$ cat config.mk
export PLATFORM = sky130hd
export DESIGN_NAME = sal_alu_dev_flat
export DESIGN_NICKNAME = d
export VERILOG_FILES = /design/src/sal_pkg.sv /design/src/sal_link_if.sv /design/src/sal_alu_dev.sv /design/src/flat_wrapper.sv
export VERILOG_INCLUDE_DIRS = /design/src
export SDC_FILE = /design/constraint.sdc
export NUM_CORES = 1
export LEC_CHECK = 0
export BUFFER_PORTS_ARGS = -buffer_cell sky130_fd_sc_hd__buf_2
export CORE_MARGIN = 2
export CORE_UTILIZATION = 50
export DETAILED_ROUTE_END_ITERATION = 16
export GPL_TIMING_DRIVEN = 1
export PLACE_DENSITY_LB_ADDON = 0.05
export SYNTH_ARGS = -nofsm -noshare
export SYNTH_HDL_FRONTEND = slang
export SYNTH_SLANG_ARGS = --single-unit
$ cat constraint.sdc
create_clock -name ref_clk -period 1.4 [get_ports ref_clk]
set_clock_uncertainty 0.15 [all_clocks]
set_input_delay 0.07 -clock ref_clk [delete_from_list [all_inputs] [get_ports ref_clk]]
set_output_delay 0.07 -clock ref_clk [all_outputs]
set_load 0.01 [all_outputs]
$ cat src/sal_params.svh
// Purpose: shared constants: opcodes, word fields, float codes
// Assumes: included by the package and both ends; definitions only
// Notes:   field positions follow the two-dword instruction layout
//
// Operation
// RL1 - float unequal compare kills, writes 1.0/0.0
// RL2 - integer unequal compare kills, writes 1.0/0.0
// RL3 - kill compares act only in pixel programs
// RL4 - issuer places kill last in clause
// RL5 - scale double by power of two
// RL6 - infinity or NaN operand returned unchanged
// RL7 - zero or denormal operand gives signed zero
// RL8 - add exponent; overflow infinity, underflow zero
// RL9 - scaling occupies slot pair 0-1 or 2-3
// RL10 - input modifiers only at slot 0/2
// RL11 - output modifiers only at slot 0/2
// RL12 - per-byte rounded average, packed result
// RL13 - load flags from source, store old flags
// RL14 - flag load-store only in w channel
// RL15 - clamped log: 1.0 gives 0, -inf clamped
// RL16 - IEEE log: 1.0 gives 0, else approximate
// RL17 - left shift, amount above 31 gives 0
// RL18 - right shift by five low bits
// RL19 - float max returns first when greater-equal
// RL20 - double max strict, signed zeros give +0
// RL21 - source word at +0, opcode word +4
// RL22 - opcode 64 is unsigned greater kill
// RL23 - unsigned greater compare kills, writes 1.0/0.0
`ifndef SAL_PARAMS_SVH
`define SAL_PARAMS_SVH

// two-source opcodes
`define SAL_OP_FLOAT_MAX        11'h003
`define SAL_OP_RIGHT_SHIFT      11'h016
`define SAL_OP_LEFT_SHIFT       11'h017
`define SAL_OP_FLOAT_NE_KILL    11'h02F
`define SAL_OP_UGT_KILL         11'h040
`define SAL_OP_INT_NE_KILL      11'h049
`define SAL_OP_CLAMPED_LOG      11'h082
`define SAL_OP_IEEE_LOG         11'h083
`define SAL_OP_DOUBLE_MAX       11'h0BE
`define SAL_OP_DOUBLE_SCALE     11'h0C5
`define SAL_OP_FLAGS_LOAD_STORE 11'h0DB
// three-source opcode
`define SAL_OP3_LANE_AVG        5'h0B

// source_select_word (+0) fields
`define SAL_W0_S0N      12
`define SAL_W0_S1N      25
`define SAL_W0_LAST     31
// two_source_opcode_word (+4) fields
`define SAL_W1_WM       4
`define SAL_W1_OUTPUT_MODIFIER_FIELD_LSB 5
`define SAL_W1_OUTPUT_MODIFIER_FIELD_MSB 6
`define SAL_W1_OP2_LSB  7
`define SAL_W1_OP2_MSB  17
`define SAL_W1_OP3_LSB  13
`define SAL_W1_OP3_GRD  15
`define SAL_W1_GPR_LSB  21
`define SAL_W1_GPR_MSB  27
`define SAL_W1_CHAN_LSB 29
`define SAL_W1_CHAN_MSB 30

// slots, channels and output modifier codes
`define SAL_SLOT_PAIR_LO 3'h0
`define SAL_SLOT_PAIR_HI 3'h2
`define SAL_CHAN_W       2'h3
`define SAL_OUTPUT_MODIFIER_FIELD_MUL2    2'h1
`define SAL_OUTPUT_MODIFIER_FIELD_MUL4    2'h2
`define SAL_OUTPUT_MODIFIER_FIELD_DIV2    2'h3

// exception flag bits
`define SAL_FLAG_W       4
`define SAL_FLG_INVALID  0
`define SAL_FLG_DIVZERO  1
`define SAL_FLG_OVERFLOW 2
`define SAL_FLG_UNDERFL  3

// float codes
`define SAL_F_ONE      32'h3F800000
`define SAL_F_ZERO     32'h00000000
`define SAL_F_POS_INF  32'h7F800000
`define SAL_F_NEG_INF  32'hFF800000
`define SAL_F_NEG_MAX  32'hFF7FFFFF
`define SAL_F_QNAN     32'h7FC00000
`define SAL_F_EXP_ONES 8'hFF
`define SAL_F_BIAS     9'h07F
`define SAL_F_EXP_ADJ  8'h68
`define SAL_D_EXP_ONES 11'h7FF
`define SAL_D_EXP_MSB  62
`define SAL_D_EXP_LSB  52
`define SAL_D_POS_ZERO 64'h0000000000000000

`endif

$ cat src/sal_pkg.sv
// Purpose: types shared by the two ends of the shader ALU slice
// Assumes: sal_params.svh
// Notes:   each end keeps all of its state in one of these structs
`include "sal_params.svh"

package sal_pkg;

	typedef struct packed {
		logic					res_valid;
		logic					res_we;
		logic					res_wide;
		logic [63:0]			res_data;
		logic [6:0]				res_gpr;
		logic [1:0]				res_chan;
		logic					res_kill;
		logic [`SAL_FLAG_W-1:0] flags;
	} sal_dev_state_type;

	typedef enum logic [2:0] {
		SAL_IDLE  = 3'h1,
		SAL_ISSUE = 3'h2,
		SAL_WAIT  = 3'h4
	} sal_host_fsm_type;

	typedef struct packed {
		sal_host_fsm_type		fsm;
		logic					cmd_ready;
		logic					cmd_refused;
		logic					iss_valid;
		logic [31:0]			iss_word0;
		logic [31:0]			iss_word1;
		logic [63:0]			iss_src0;
		logic [63:0]			iss_src1;
		logic [31:0]			iss_src2;
		logic [2:0]				iss_slot;
		logic					iss_pixel;
		logic					rsp_valid;
		logic					rsp_we;
		logic [63:0]			rsp_data;
		logic					rsp_kill;
		logic [`SAL_FLAG_W-1:0] rsp_flags;
	} sal_host_state_type;

endpackage

$ cat src/sal_link_if.sv
// Purpose: issue and result link between the sequencer and the ALU slice
// Assumes: sal_params.svh
// Notes:   one issue per cycle at most; the result follows one cycle later
`include "sal_params.svh"

interface sal_link_if;
	// issue group
	logic					iss_valid;
	logic [31:0]			iss_word0;
	logic [31:0]			iss_word1;
	logic [63:0]			iss_src0;
	logic [63:0]			iss_src1;
	logic [31:0]			iss_src2;
	logic [2:0]				iss_slot;
	logic					iss_pixel;
	// result group
	logic					res_valid;
	logic					res_we;
	logic					res_wide;
	logic [63:0]			res_data;
	logic [6:0]				res_gpr;
	logic [1:0]				res_chan;
	logic					res_kill;
	logic [`SAL_FLAG_W-1:0] res_flags;

	modport dev (
		input  iss_valid, iss_word0, iss_word1, iss_src0, iss_src1, iss_src2, iss_slot, iss_pixel,
		output res_valid, res_we, res_wide, res_data, res_gpr, res_chan, res_kill, res_flags
	);
	modport host (
		output iss_valid, iss_word0, iss_word1, iss_src0, iss_src1, iss_src2, iss_slot, iss_pixel,
		input  res_valid, res_we, res_wide, res_data, res_gpr, res_chan, res_kill, res_flags
	);
endinterface

$ cat src/sal_alu_dev.sv
// Purpose: ALU slice executing kill compares, double scaling, byte average,
//          flag load-store, base-2 logs, shifts and maxima
// Assumes: one instruction per cycle on the link; result one cycle later
// Notes:   NaN inputs make float equal and greater-equal tests false, so the unequal compare kills
`include "sal_params.svh"

module sal_alu_dev (
	// clock and reset
	input  wire logic					ref_clk,
	input  wire logic					rst_n,
	// sequencer link
	sal_link_if.dev						link,
	// user side
	output logic [`SAL_FLAG_W-1:0]		exc_flags,
	output logic						kill_event
);
	import sal_pkg::*;

	sal_dev_state_type st_ff;
	sal_dev_state_type nxt_st;

	////////////////////////////////////////////////////////////////////////////////
	function automatic logic f32_nan(input logic [31:0] x);
		return (x[30:23] == `SAL_F_EXP_ONES) && (x[22:0] != 23'h0);
	endfunction

	function automatic logic [31:0] f32_key(input logic [31:0] x);
		return x[31] ? ~x : {1'b1, x[30:0]};
	endfunction

	// +0 and -0 compare equal
	function automatic logic f32_eq(input logic [31:0] a, input logic [31:0] b);
		return !f32_nan(a) && !f32_nan(b) && ((a == b) || ((a[30:0] == 31'h0) && (b[30:0] == 31'h0)));
	endfunction

	function automatic logic f32_ge(input logic [31:0] a, input logic [31:0] b);
		return f32_eq(a, b) || (!f32_nan(a) && !f32_nan(b) && (f32_key(a) > f32_key(b)));
	endfunction

	function automatic logic f64_nan(input logic [63:0] x);
		return (x[62:52] == `SAL_D_EXP_ONES) && (x[51:0] != 52'h0);
	endfunction

	function automatic logic [63:0] f64_key(input logic [63:0] x);
		return x[63] ? ~x : {1'b1, x[62:0]};
	endfunction

	// result data in low 64 bits, raised flags above
	function automatic logic [`SAL_FLAG_W+63:0] pow2_scale(input logic [63:0] d, input logic [31:0] e,
		input logic [1:0] om);
		logic [10:0]            ex;
		logic signed [33:0]     sum;
		logic signed [33:0]     adj;
		logic [`SAL_FLAG_W-1:0] fl;
		logic [63:0]            r;
		ex = d[`SAL_D_EXP_MSB:`SAL_D_EXP_LSB];
		fl = '0;
		case (om)
			`SAL_OUTPUT_MODIFIER_FIELD_MUL2: adj = 34'sh1;
			`SAL_OUTPUT_MODIFIER_FIELD_MUL4: adj = 34'sh2;
			`SAL_OUTPUT_MODIFIER_FIELD_DIV2: adj = -34'sh1;
			default:        adj = 34'sh0;
		endcase
		sum = $signed({23'h0, ex}) + $signed({{2{e[31]}}, e}) + adj;
		if (ex == `SAL_D_EXP_ONES) begin
			r = d; // [RL6]
		end else if (ex == 11'h0) begin
			r = {d[63], 63'h0}; // [RL7]
		end else if (sum >= $signed({23'h0, `SAL_D_EXP_ONES})) begin
			r = {d[63], `SAL_D_EXP_ONES, 52'h0}; // [RL8]
			fl[`SAL_FLG_OVERFLOW] = 1'b1;
		end else if (sum <= 34'sh0) begin
			r = {d[63], 63'h0}; // [RL8]
			fl[`SAL_FLG_UNDERFL] = 1'b1;
		end else begin
			r = {d[63], sum[10:0], d[51:0]}; // [RL5] [RL8]
		end
		return {fl, r};
	endfunction

	// piecewise-linear log2: exponent plus raw fraction, renormalised to float
	function automatic logic [`SAL_FLAG_W+31:0] log2_approx(input logic [31:0] x, input logic clamp);
		logic [`SAL_FLAG_W-1:0] fl;
		logic [31:0]            r;
		logic [8:0]             ue;
		logic [31:0]            fx;
		logic [31:0]            mag;
		logic [4:0]             p;
		logic [31:0]            nrm;
		fl = '0;
		ue = {1'b0, x[30:23]} - `SAL_F_BIAS;
		fx = {ue, x[22:0]};
		mag = fx[31] ? (~fx + 32'h1) : fx;
		p = 5'h0;
		for (int i = 0; i < 32; i++) begin
			if (mag[i]) begin
				p = 5'(i);
			end
		end
		nrm = mag << (5'h1F - p);
		if (x == `SAL_F_ONE) begin
			r = `SAL_F_ZERO; // [RL15] [RL16]
		end else if (x[30:23] == 8'h0) begin
			r = `SAL_F_NEG_INF;
			fl[`SAL_FLG_DIVZERO] = 1'b1;
		end else if (f32_nan(x)) begin
			r = x;
		end else if (x[31]) begin
			r = `SAL_F_QNAN;
			fl[`SAL_FLG_INVALID] = 1'b1;
		end else if (x[30:23] == `SAL_F_EXP_ONES) begin
			r = `SAL_F_POS_INF;
		end else if (mag == 32'h0) begin
			r = `SAL_F_ZERO;
		end else begin
			r = {fx[31], {3'h0, p} + `SAL_F_EXP_ADJ, nrm[30:8]}; // [RL16]
		end
		if (clamp && (r == `SAL_F_NEG_INF)) begin
			r = `SAL_F_NEG_MAX; // [RL15]
		end
		return {fl, r};
	endfunction

	////////////////////////////////////////////////////////////////////////////////
	always_comb begin
		logic [31:0]                w0;
		logic [31:0]                w1;
		logic [31:0]                a;
		logic [31:0]                b;
		logic [31:0]                af;
		logic [31:0]                bf;
		logic [63:0]                dbl;
		logic [10:0]                opc;
		logic                       is_op3;
		logic                       pair_start;
		logic                       we;
		logic                       wide;
		logic                       kill;
		logic                       load_flags;
		logic [63:0]                data;
		logic [8:0]                 lane;
		logic [`SAL_FLAG_W-1:0]     raised;
		logic [`SAL_FLAG_W+63:0]    sc;
		logic [`SAL_FLAG_W+31:0]    lg;
		nxt_st = st_ff;
		nxt_st.res_valid = 1'b0;
		nxt_st.res_kill = 1'b0;
		// source word at +0, opcode word at +4
		w0 = link.iss_word0; // [RL21]
		w1 = link.iss_word1; // [RL21]
		a = link.iss_src0[31:0];
		b = link.iss_src1[31:0];
		af = {a[31] ^ w0[`SAL_W0_S0N], a[30:0]};
		bf = {b[31] ^ w0[`SAL_W0_S1N], b[30:0]};
		opc = w1[`SAL_W1_OP2_MSB:`SAL_W1_OP2_LSB];
		is_op3 = |w1[`SAL_W1_OP2_MSB:`SAL_W1_OP3_GRD];
		pair_start = (link.iss_slot == `SAL_SLOT_PAIR_LO) || (link.iss_slot == `SAL_SLOT_PAIR_HI);
		we = w1[`SAL_W1_WM];
		wide = 1'b0;
		kill = 1'b0;
		load_flags = 1'b0;
		data = '0;
		lane = '0;
		raised = '0;
		dbl = '0;
		sc = '0;
		lg = '0;
		if (link.iss_valid) begin
			if (is_op3) begin
				if (w1[`SAL_W1_OP2_MSB:`SAL_W1_OP3_LSB] == `SAL_OP3_LANE_AVG) begin
					for (int i = 0; i < 4; i++) begin
						lane = {1'b0, a[i*8 +: 8]} + {1'b0, b[i*8 +: 8]} + {8'h0, link.iss_src2[i*8]};
						data[i*8 +: 8] = lane[8:1]; // [RL12]
					end
				end else begin
					we = 1'b0;
				end
			end else begin
				case (opc)
					`SAL_OP_FLOAT_NE_KILL: begin
						kill = !f32_eq(af, bf); // [RL1]
					end
					`SAL_OP_INT_NE_KILL: begin
						kill = (a != b); // [RL2]
					end
					`SAL_OP_UGT_KILL: begin
						kill = (a > b); // [RL22] [RL23]
					end
					`SAL_OP_DOUBLE_SCALE: begin
						// modifiers ride on the pair-start slot only; the exponent takes none
						dbl = {link.iss_src1[63] ^ w0[`SAL_W0_S1N], link.iss_src1[62:0]}; // [RL10]
						sc = pow2_scale(dbl, a, w1[`SAL_W1_OUTPUT_MODIFIER_FIELD_MSB:`SAL_W1_OUTPUT_MODIFIER_FIELD_LSB]); // [RL5] [RL11]
						data = sc[63:0];
						raised = sc[`SAL_FLAG_W+63:64];
						wide = 1'b1;
						if (!pair_start) begin
							we = 1'b0; // [RL9]
							raised = '0;
						end
					end
					`SAL_OP_FLAGS_LOAD_STORE: begin
						if (link.iss_slot[1:0] == `SAL_CHAN_W) begin
							data = {{(64 - `SAL_FLAG_W){1'b0}}, st_ff.flags}; // [RL13]
							load_flags = 1'b1; // [RL14]
						end else begin
							we = 1'b0; // [RL14]
						end
					end
					`SAL_OP_CLAMPED_LOG, `SAL_OP_IEEE_LOG: begin
						lg = log2_approx(af, opc == `SAL_OP_CLAMPED_LOG); // [RL15] [RL16]
						data = {32'h0, lg[31:0]};
						raised = lg[`SAL_FLAG_W+31:32];
					end
					`SAL_OP_LEFT_SHIFT: begin
						data = {32'h0, (b > 32'h1F) ? 32'h0 : (a << b[4:0])}; // [RL17]
					end
					`SAL_OP_RIGHT_SHIFT: begin
						data = {32'h0, a >> b[4:0]}; // [RL18]
					end
					`SAL_OP_FLOAT_MAX: begin
						data = {32'h0, f32_ge(af, bf) ? af : bf}; // [RL19]
					end
					`SAL_OP_DOUBLE_MAX: begin
						wide = 1'b1;
						if ((link.iss_src0[62:0] == 63'h0) && (link.iss_src1[62:0] == 63'h0)) begin
							data = `SAL_D_POS_ZERO; // [RL20]
						end else if (!f64_nan(link.iss_src0) && !f64_nan(link.iss_src1)
							&& (f64_key(link.iss_src0) > f64_key(link.iss_src1))) begin
							data = link.iss_src0; // [RL20]
						end else begin
							data = link.iss_src1; // [RL20]
						end
					end
					default: begin
						we = 1'b0;
					end
				endcase
				if ((opc == `SAL_OP_FLOAT_NE_KILL) || (opc == `SAL_OP_INT_NE_KILL) || (opc == `SAL_OP_UGT_KILL)) begin
					data = {32'h0, kill ? `SAL_F_ONE : `SAL_F_ZERO};
					if (!link.iss_pixel) begin
						we = 1'b0; // [RL3]
						kill = 1'b0; // [RL3]
					end
				end
			end
			nxt_st.res_valid = 1'b1;
			nxt_st.res_we = we;
			nxt_st.res_wide = wide;
			nxt_st.res_data = data;
			nxt_st.res_gpr = w1[`SAL_W1_GPR_MSB:`SAL_W1_GPR_LSB];
			nxt_st.res_chan = w1[`SAL_W1_CHAN_MSB:`SAL_W1_CHAN_LSB];
			nxt_st.res_kill = kill;
			// flags are sticky until a load replaces them
			nxt_st.flags = load_flags ? a[`SAL_FLAG_W-1:0] : (st_ff.flags | raised); // [RL13]
		end
	end

	always_ff @(posedge ref_clk or negedge rst_n) begin
		if (!rst_n) begin
			st_ff <= '0;
		end else begin
			st_ff <= nxt_st;
		end
	end

	////////////////////////////////////////////////////////////////////////////////
	assign link.res_valid = st_ff.res_valid;
	assign link.res_we    = st_ff.res_we;
	assign link.res_wide  = st_ff.res_wide;
	assign link.res_data  = st_ff.res_data;
	assign link.res_gpr   = st_ff.res_gpr;
	assign link.res_chan  = st_ff.res_chan;
	assign link.res_kill  = st_ff.res_kill;
	assign link.res_flags = st_ff.flags;
	assign exc_flags      = st_ff.flags;
	assign kill_event     = st_ff.res_kill;

endmodule

$ cat src/flat_wrapper.sv
// flat-port wrapper written by rule: the top's interface ports become plain ports
module sal_alu_dev_flat import sal_pkg::*;
  (ref_clk, rst_n, exc_flags, kill_event, link_iss_valid, link_iss_word0, link_iss_word1, link_iss_src0, link_iss_src1, link_iss_src2, link_iss_slot, link_iss_pixel, link_res_valid, link_res_we, link_res_wide, link_res_data, link_res_gpr, link_res_chan, link_res_kill, link_res_flags);
  sal_link_if link_i ();
  input  wire logic ref_clk;
  input  wire logic rst_n;
  output logic [`SAL_FLAG_W-1:0] exc_flags;
  output logic kill_event;
  input wire logic [$bits(link_i.iss_valid)-1:0] link_iss_valid;
  input wire logic [$bits(link_i.iss_word0)-1:0] link_iss_word0;
  input wire logic [$bits(link_i.iss_word1)-1:0] link_iss_word1;
  input wire logic [$bits(link_i.iss_src0)-1:0] link_iss_src0;
  input wire logic [$bits(link_i.iss_src1)-1:0] link_iss_src1;
  input wire logic [$bits(link_i.iss_src2)-1:0] link_iss_src2;
  input wire logic [$bits(link_i.iss_slot)-1:0] link_iss_slot;
  input wire logic [$bits(link_i.iss_pixel)-1:0] link_iss_pixel;
  output wire logic [$bits(link_i.res_valid)-1:0] link_res_valid;
  output wire logic [$bits(link_i.res_we)-1:0] link_res_we;
  output wire logic [$bits(link_i.res_wide)-1:0] link_res_wide;
  output wire logic [$bits(link_i.res_data)-1:0] link_res_data;
  output wire logic [$bits(link_i.res_gpr)-1:0] link_res_gpr;
  output wire logic [$bits(link_i.res_chan)-1:0] link_res_chan;
  output wire logic [$bits(link_i.res_kill)-1:0] link_res_kill;
  output wire logic [$bits(link_i.res_flags)-1:0] link_res_flags;
  assign link_i.iss_valid = link_iss_valid;
  assign link_i.iss_word0 = link_iss_word0;
  assign link_i.iss_word1 = link_iss_word1;
  assign link_i.iss_src0 = link_iss_src0;
  assign link_i.iss_src1 = link_iss_src1;
  assign link_i.iss_src2 = link_iss_src2;
  assign link_i.iss_slot = link_iss_slot;
  assign link_i.iss_pixel = link_iss_pixel;
  assign link_res_valid = link_i.res_valid;
  assign link_res_we = link_i.res_we;
  assign link_res_wide = link_i.res_wide;
  assign link_res_data = link_i.res_data;
  assign link_res_gpr = link_i.res_gpr;
  assign link_res_chan = link_i.res_chan;
  assign link_res_kill = link_i.res_kill;
  assign link_res_flags = link_i.res_flags;
  sal_alu_dev u_core (.ref_clk(ref_clk), .rst_n(rst_n), .link(link_i), .exc_flags(exc_flags), .kill_event(kill_event));
endmodule
==> qor.csv, run 1 <==
metric,value,unit
status,stopped before the end,
Fail Step,5_1_grt,
Error,[ERROR GRT-0232] Routing congestion too high. Check the congestion heatmap in the GUI.,
register bit total from synthesis,81,
overall die width,212.0,um
DP HPWL,93420,um
Main synth FF type,dfrtp_1,
mux contribution to synthesized area,0.06713,
CTS sink cnt,81,
initial antenna violation count,32,
FP Rows,76,
Synth Area in Adders,0.1277,
simple-gate area share of the yosys netlist,0.2106,
Syn. warnings,0,
Starting Density,0.5042,
asr flop ratio synth,1.000,
largest family of logic cells by synthesized area,compound AO/OA/AOI/OAI gates,
"count leader, synth",nor2_1,
register area share after synthesis,0.09374,
Post-synth top cells,"306 x nor2_1, 233 x a21oi_1, 216 x o21ai_0",
Post-Syn Area,21620,sq um
Compound-Gate Fraction of Synth Area,0.3146,
Clock Path Buffers,2,
deepest level of the CTS H-tree,3,
Yosys cell types,107,
port bufs,249,
"area leader, netlist",ha_1,
DIE HEIGHT,212.0,um
root buf cell,clkbuf_16,
Num CTS Buffers,9,
"EDFF count, synth",0,
final global-route overflow total,17,
Post-Synthesis Mean Instance Area,7.215,sq um
syn nets,3445,
total track usage,0.7600,
Synth area leaders,"ha_1 12%, dfrtp_1 9.4%, xnor2_1 8.1%",
Post-Synth XOR/XNOR Area,0.1174,
Yosys top cell area share,0.1221,
largest net degree at the start of global routing,70,
DP Area,31150,sq um
Worst EP Category,register input,
io pins,317,
post-GRT worst EP,u_core.link.res_data[8]$_DFFE_PN0P_/D,
final RePlAce weighted congestion,1.127,
Syn Inst Count,2997,
through the flow:
| step | utilization | worst slack (ns) | hold WS, ns | instances |
|---|---|---|---|---|
| floorplan | - | -4.088 | -0.3756 | 2997 |
| global placement | 0.7264 | -4.832 | -0.1628 | 4654 |
| detailed placement | 0.7264 | -4.958 | -0.1641 | 4654 |
| CTS | 0.7700 | -4.228 | 0.001386 | 4778 |
metal layers:
metal  GRT overflow  GRT usage
met3              1     0.6090
met2              5     0.9124
met1              6     0.7757
met4              5     0.7042
met5              0     0.4561
logic make-up after synthesis:
logic type | Yosys count
AOI/OAI and AO/OA | 1010
xor gates and xnor gates | 289
adders and majority gates | 217
buffers and inverters | 364
DFF | 81
muxes | 118
and+or+nand+nor | 918
what timing repair did:
action                                 CTS
cloned                                   3
buffers inserted                        51
hold buffers                            54
gates resized for setup                146
setup endpoints to repair               71
pin swaps                               90
endpoints found under the hold margin  116
==> run 2: changes to the inputs <==
--- a/config.mk
+++ b/config.mk
@@ -8,10 +8,10 @@
 export LEC_CHECK = 0
 export BUFFER_PORTS_ARGS = -buffer_cell sky130_fd_sc_hd__buf_2
 export CORE_MARGIN = 2
-export CORE_UTILIZATION = 50
+export CORE_UTILIZATION = 35
 export DETAILED_ROUTE_END_ITERATION = 16
 export GPL_TIMING_DRIVEN = 1
-export PLACE_DENSITY_LB_ADDON = 0.05
+export PLACE_DENSITY_LB_ADDON = 0.15
 export SYNTH_ARGS = -nofsm -noshare
 export SYNTH_HDL_FRONTEND = slang
 export SYNTH_SLANG_ARGS = --single-unit
==> constraint.sdc (replaced) <==
create_clock -name ref_clk -period 1.8 [get_ports ref_clk]
set_clock_uncertainty 0.15 [all_clocks]
set_input_delay 0.09 -clock ref_clk [delete_from_list [all_inputs] [get_ports ref_clk]]
set_output_delay 0.09 -clock ref_clk [all_outputs]
set_load 0.01 [all_outputs]
==> qor.csv, run 2 <==
metric,value,unit,change
status,"complete, but fails checks",,was stopped before the end
failing checks,setup timing,,
PnR Total Power,16.21,mW,
WL/cell,25.54,um,
Main synth FF type,dfrtp_1,,unchanged
routed wire length,129200,um,
Max stage delay on crit path,0.38,ns,
PwrDens,471.3,nW/um^2,
startpoint class of the critical path,primary input,,
area occupied by multi-input gates,19220,sq um,
Post-Synthesis Mean Instance Area,7.215,sq um,unchanged
final period utilization,3.245,,
DIE HEIGHT,252.6,um,was 212.0 um
io pins,317,,unchanged
deepest level of the CTS H-tree,3,,unchanged
sequential cell area,2027,sq um,
"area leader, netlist",ha_1,,unchanged
CP Data Arrival Time,5.96,ns,
Starting Density,0.3523,,was 0.5042
max_slew headroom,0.3957,,
"count leader, synth",nor2_1,,unchanged
Final Hold Fails,0,,
DP HPWL,104600,um,"was 93,420 um"
port bufs,249,,unchanged
ANT nets after route,0,,
worst reg-to-reg setup slack,-0.37,ns,
initial drt markers,2528,,
final setup fails,70,,
DRC viols,0,,
max_cap viols,0,,
Worst Max-Slew Pin Slew,0.8836,ns,
total track usage,0.3906,,
Largest register FFs,64,,
DR vias/cell,5.930,,
register bit total from synthesis,81,,unchanged
Post-synth top cells,"306 x nor2_1, 233 x a21oi_1, 216 x o21ai_0",,unchanged
overall die width,252.6,um,was 212.0 um
"commonest non-fill, non-tap cell in the layout",buf_4,,
setup ws final,-4.040,ns,
largest net degree at the start of global routing,82,,
Yosys top cell area share,0.1221,,unchanged
"EDFF count, synth",0,,unchanged
HP Class,primary input to register,,
vias in the first global route,29930,,
worst r2r src,u_core.exc_flags[2],,
crit-path max FO,6,,
Synth area leaders,"ha_1 12%, dfrtp_1 9.4%, xnor2_1 8.1%",,unchanged
register area share after synthesis,0.09374,,unchanged
initial antenna violation count,3,,
VDD IR-drop max,0.5030,mV,
CTS sink cnt,81,,unchanged
Num CTS Buffers,9,,unchanged
Layout fillers,5860,,
Post-Syn Area,21620,sq um,unchanged
clk slew on worst S/H paths,0.08,ns,
min Tclk post-route,5.840,ns,
FP Rows,91,,was 76
Yosys cell types,107,,unchanged
"Slew Viols, Final",0,,
min-delay src,link_iss_src1[31],,
Core Area,61370,sq um,
Leakage,16.07,nW,
setup TNS,-261.95,ns,
asr flop ratio synth,1.000,,unchanged
Via Count,29990,,
final RePlAce weighted congestion,1.013,,was 1.127
CP most frequent cell,a21oi_2,,
Clock Path Buffers,2,,unchanged
Synth-to-Final Area Change,59.09,%,
most frequent cells in the layout,"1,131 x buf_4, 299 x nor2_1, 239 x buf_2",,
first-pass GRT wire length,188300,um,
"Clk Latency, worst-skew pair",0.38,ns,
root buf cell,clkbuf_16,,unchanged
"Slowest-stage cell, CP",mux2_2,,
crit end category,register,,
Crit. Startpoint,link_iss_src1[52],,
final global-route overflow total,0,,
CTS tree,built,,
unrepaired setup endpoints after global routing,true,,
syn nets,3445,,unchanged
FMAX,171.2,MHz,
Syn. warnings,0,,unchanged
Syn Inst Count,2997,,unchanged
post-layout net count,4709,,
DRT Pass-1 Iters,6,,
die footprint,63780,sq um,
layout cell share with drive strength beyond 1,0.4058,,
data required time of the critical path,1.92,ns,
pre-CTS WS,-4.666,ns,was -4.958 ns
Setup CP Type,primary input to register,,
## run 2: cell type report
type,instances,area share
multi-input cells,2555,0.5587
clock buffers,10,0.006656
flip-flops and latches,81,0.05893
clock inverters,6,0.002182
diodes,2,0.0001455
repair buffers,1489,0.3302
well taps,790,0.02874
inverters,125,0.01440
## run 2: report_power, final
group	total (mW)	switching (mW)	internal, mW
Combinational	12.2	6.46	5.74
Sequential	1.94	0.0500	1.89
Clock	2.08	0.980	1.10
Total	16.2	7.49	8.72
## run 2: cell families (layout without fill, tap and decap cells)
kind of cell    after synthesis  in the layout  synth area share
simple gates                918            920            0.2106
xor+xnor                    289            289            0.1174
other cells                   0              2                 0
buf+inv                     364           1630           0.06886
fa+ha+maj                   217            217            0.1277
compound gates             1010           1011            0.3146
mux                         118            118           0.06713
flops                        81             81           0.09374
## run 2: critical path, delay by kind of cell
kind / cells / cell delay, ns
AOI/OAI and AO/OA: 14 / 2.34
and+or+nand+nor: 12 / 1.53
adders and majority gates: 3 / 0.81
buffers and inverters: 5 / 0.64
muxes: 1 / 0.38
xor gates and xnor gates: 1 / 0.17
## run 2: repair_timing
item | CTS | global route
hold buffers | 44 | 0
setup buffers | 42 | 34
hold endpoints to repair | 111 | 0
gates resized for setup | 141 | 132
pin swaps | 83 | 116
setup endpoints to repair | 70 | 71
gates cloned | 2 | 4
## run 2: final timing paths
| path | to | depth (start not counted) |
|---|---|---|
| worst min register to register | u_core.link.res_wide | 1 |
| min in group asynchronous | u_core.link.res_gpr[1] | 3 |
| worst max register to register | u_core.link.res_data[2] | 4 |
| worst min-delay path | u_core.link.res_data[31] | 4 |
| worst max-delay path | u_core.link.res_data[19] | 36 |
| max in group asynchronous | u_core.link.res_data[54] | 3 |
## run 2: routing by layer
metal / up-vias / GRT usage / wire length [um]
li1: 13700 / - / -
met4: 0 / 0.2113 / 8406
met1: 14630 / 0.5017 / 54040
met2: 1303 / 0.6417 / 58760
met3: 362 / 0.04089 / 7979
met5: - / 0 / 0
## run 2: through the flow
| stage | cells | util | hold WS [ns] | cell area (sq um) |
|---|---|---|---|---|
| 3_5_place_dp | 4924 | 0.5199 | 0.02492 | 31910 |
| 6_report | 5058 | 0.5605 | 0.005252 | 34400 |
| 2_1_floorplan | 2997 | - | -0.3556 | 22030 |
| 3_3_place_gp | 4924 | 0.5199 | 0.01184 | 31910 |
| 4_1_cts | 5026 | 0.5467 | 0.0005300 | 33550 |
| 5_1_grt | 5058 | 0.5605 | 0.01888 | 34400 |
Note: power is estimated with default switching activity, not from simulation.
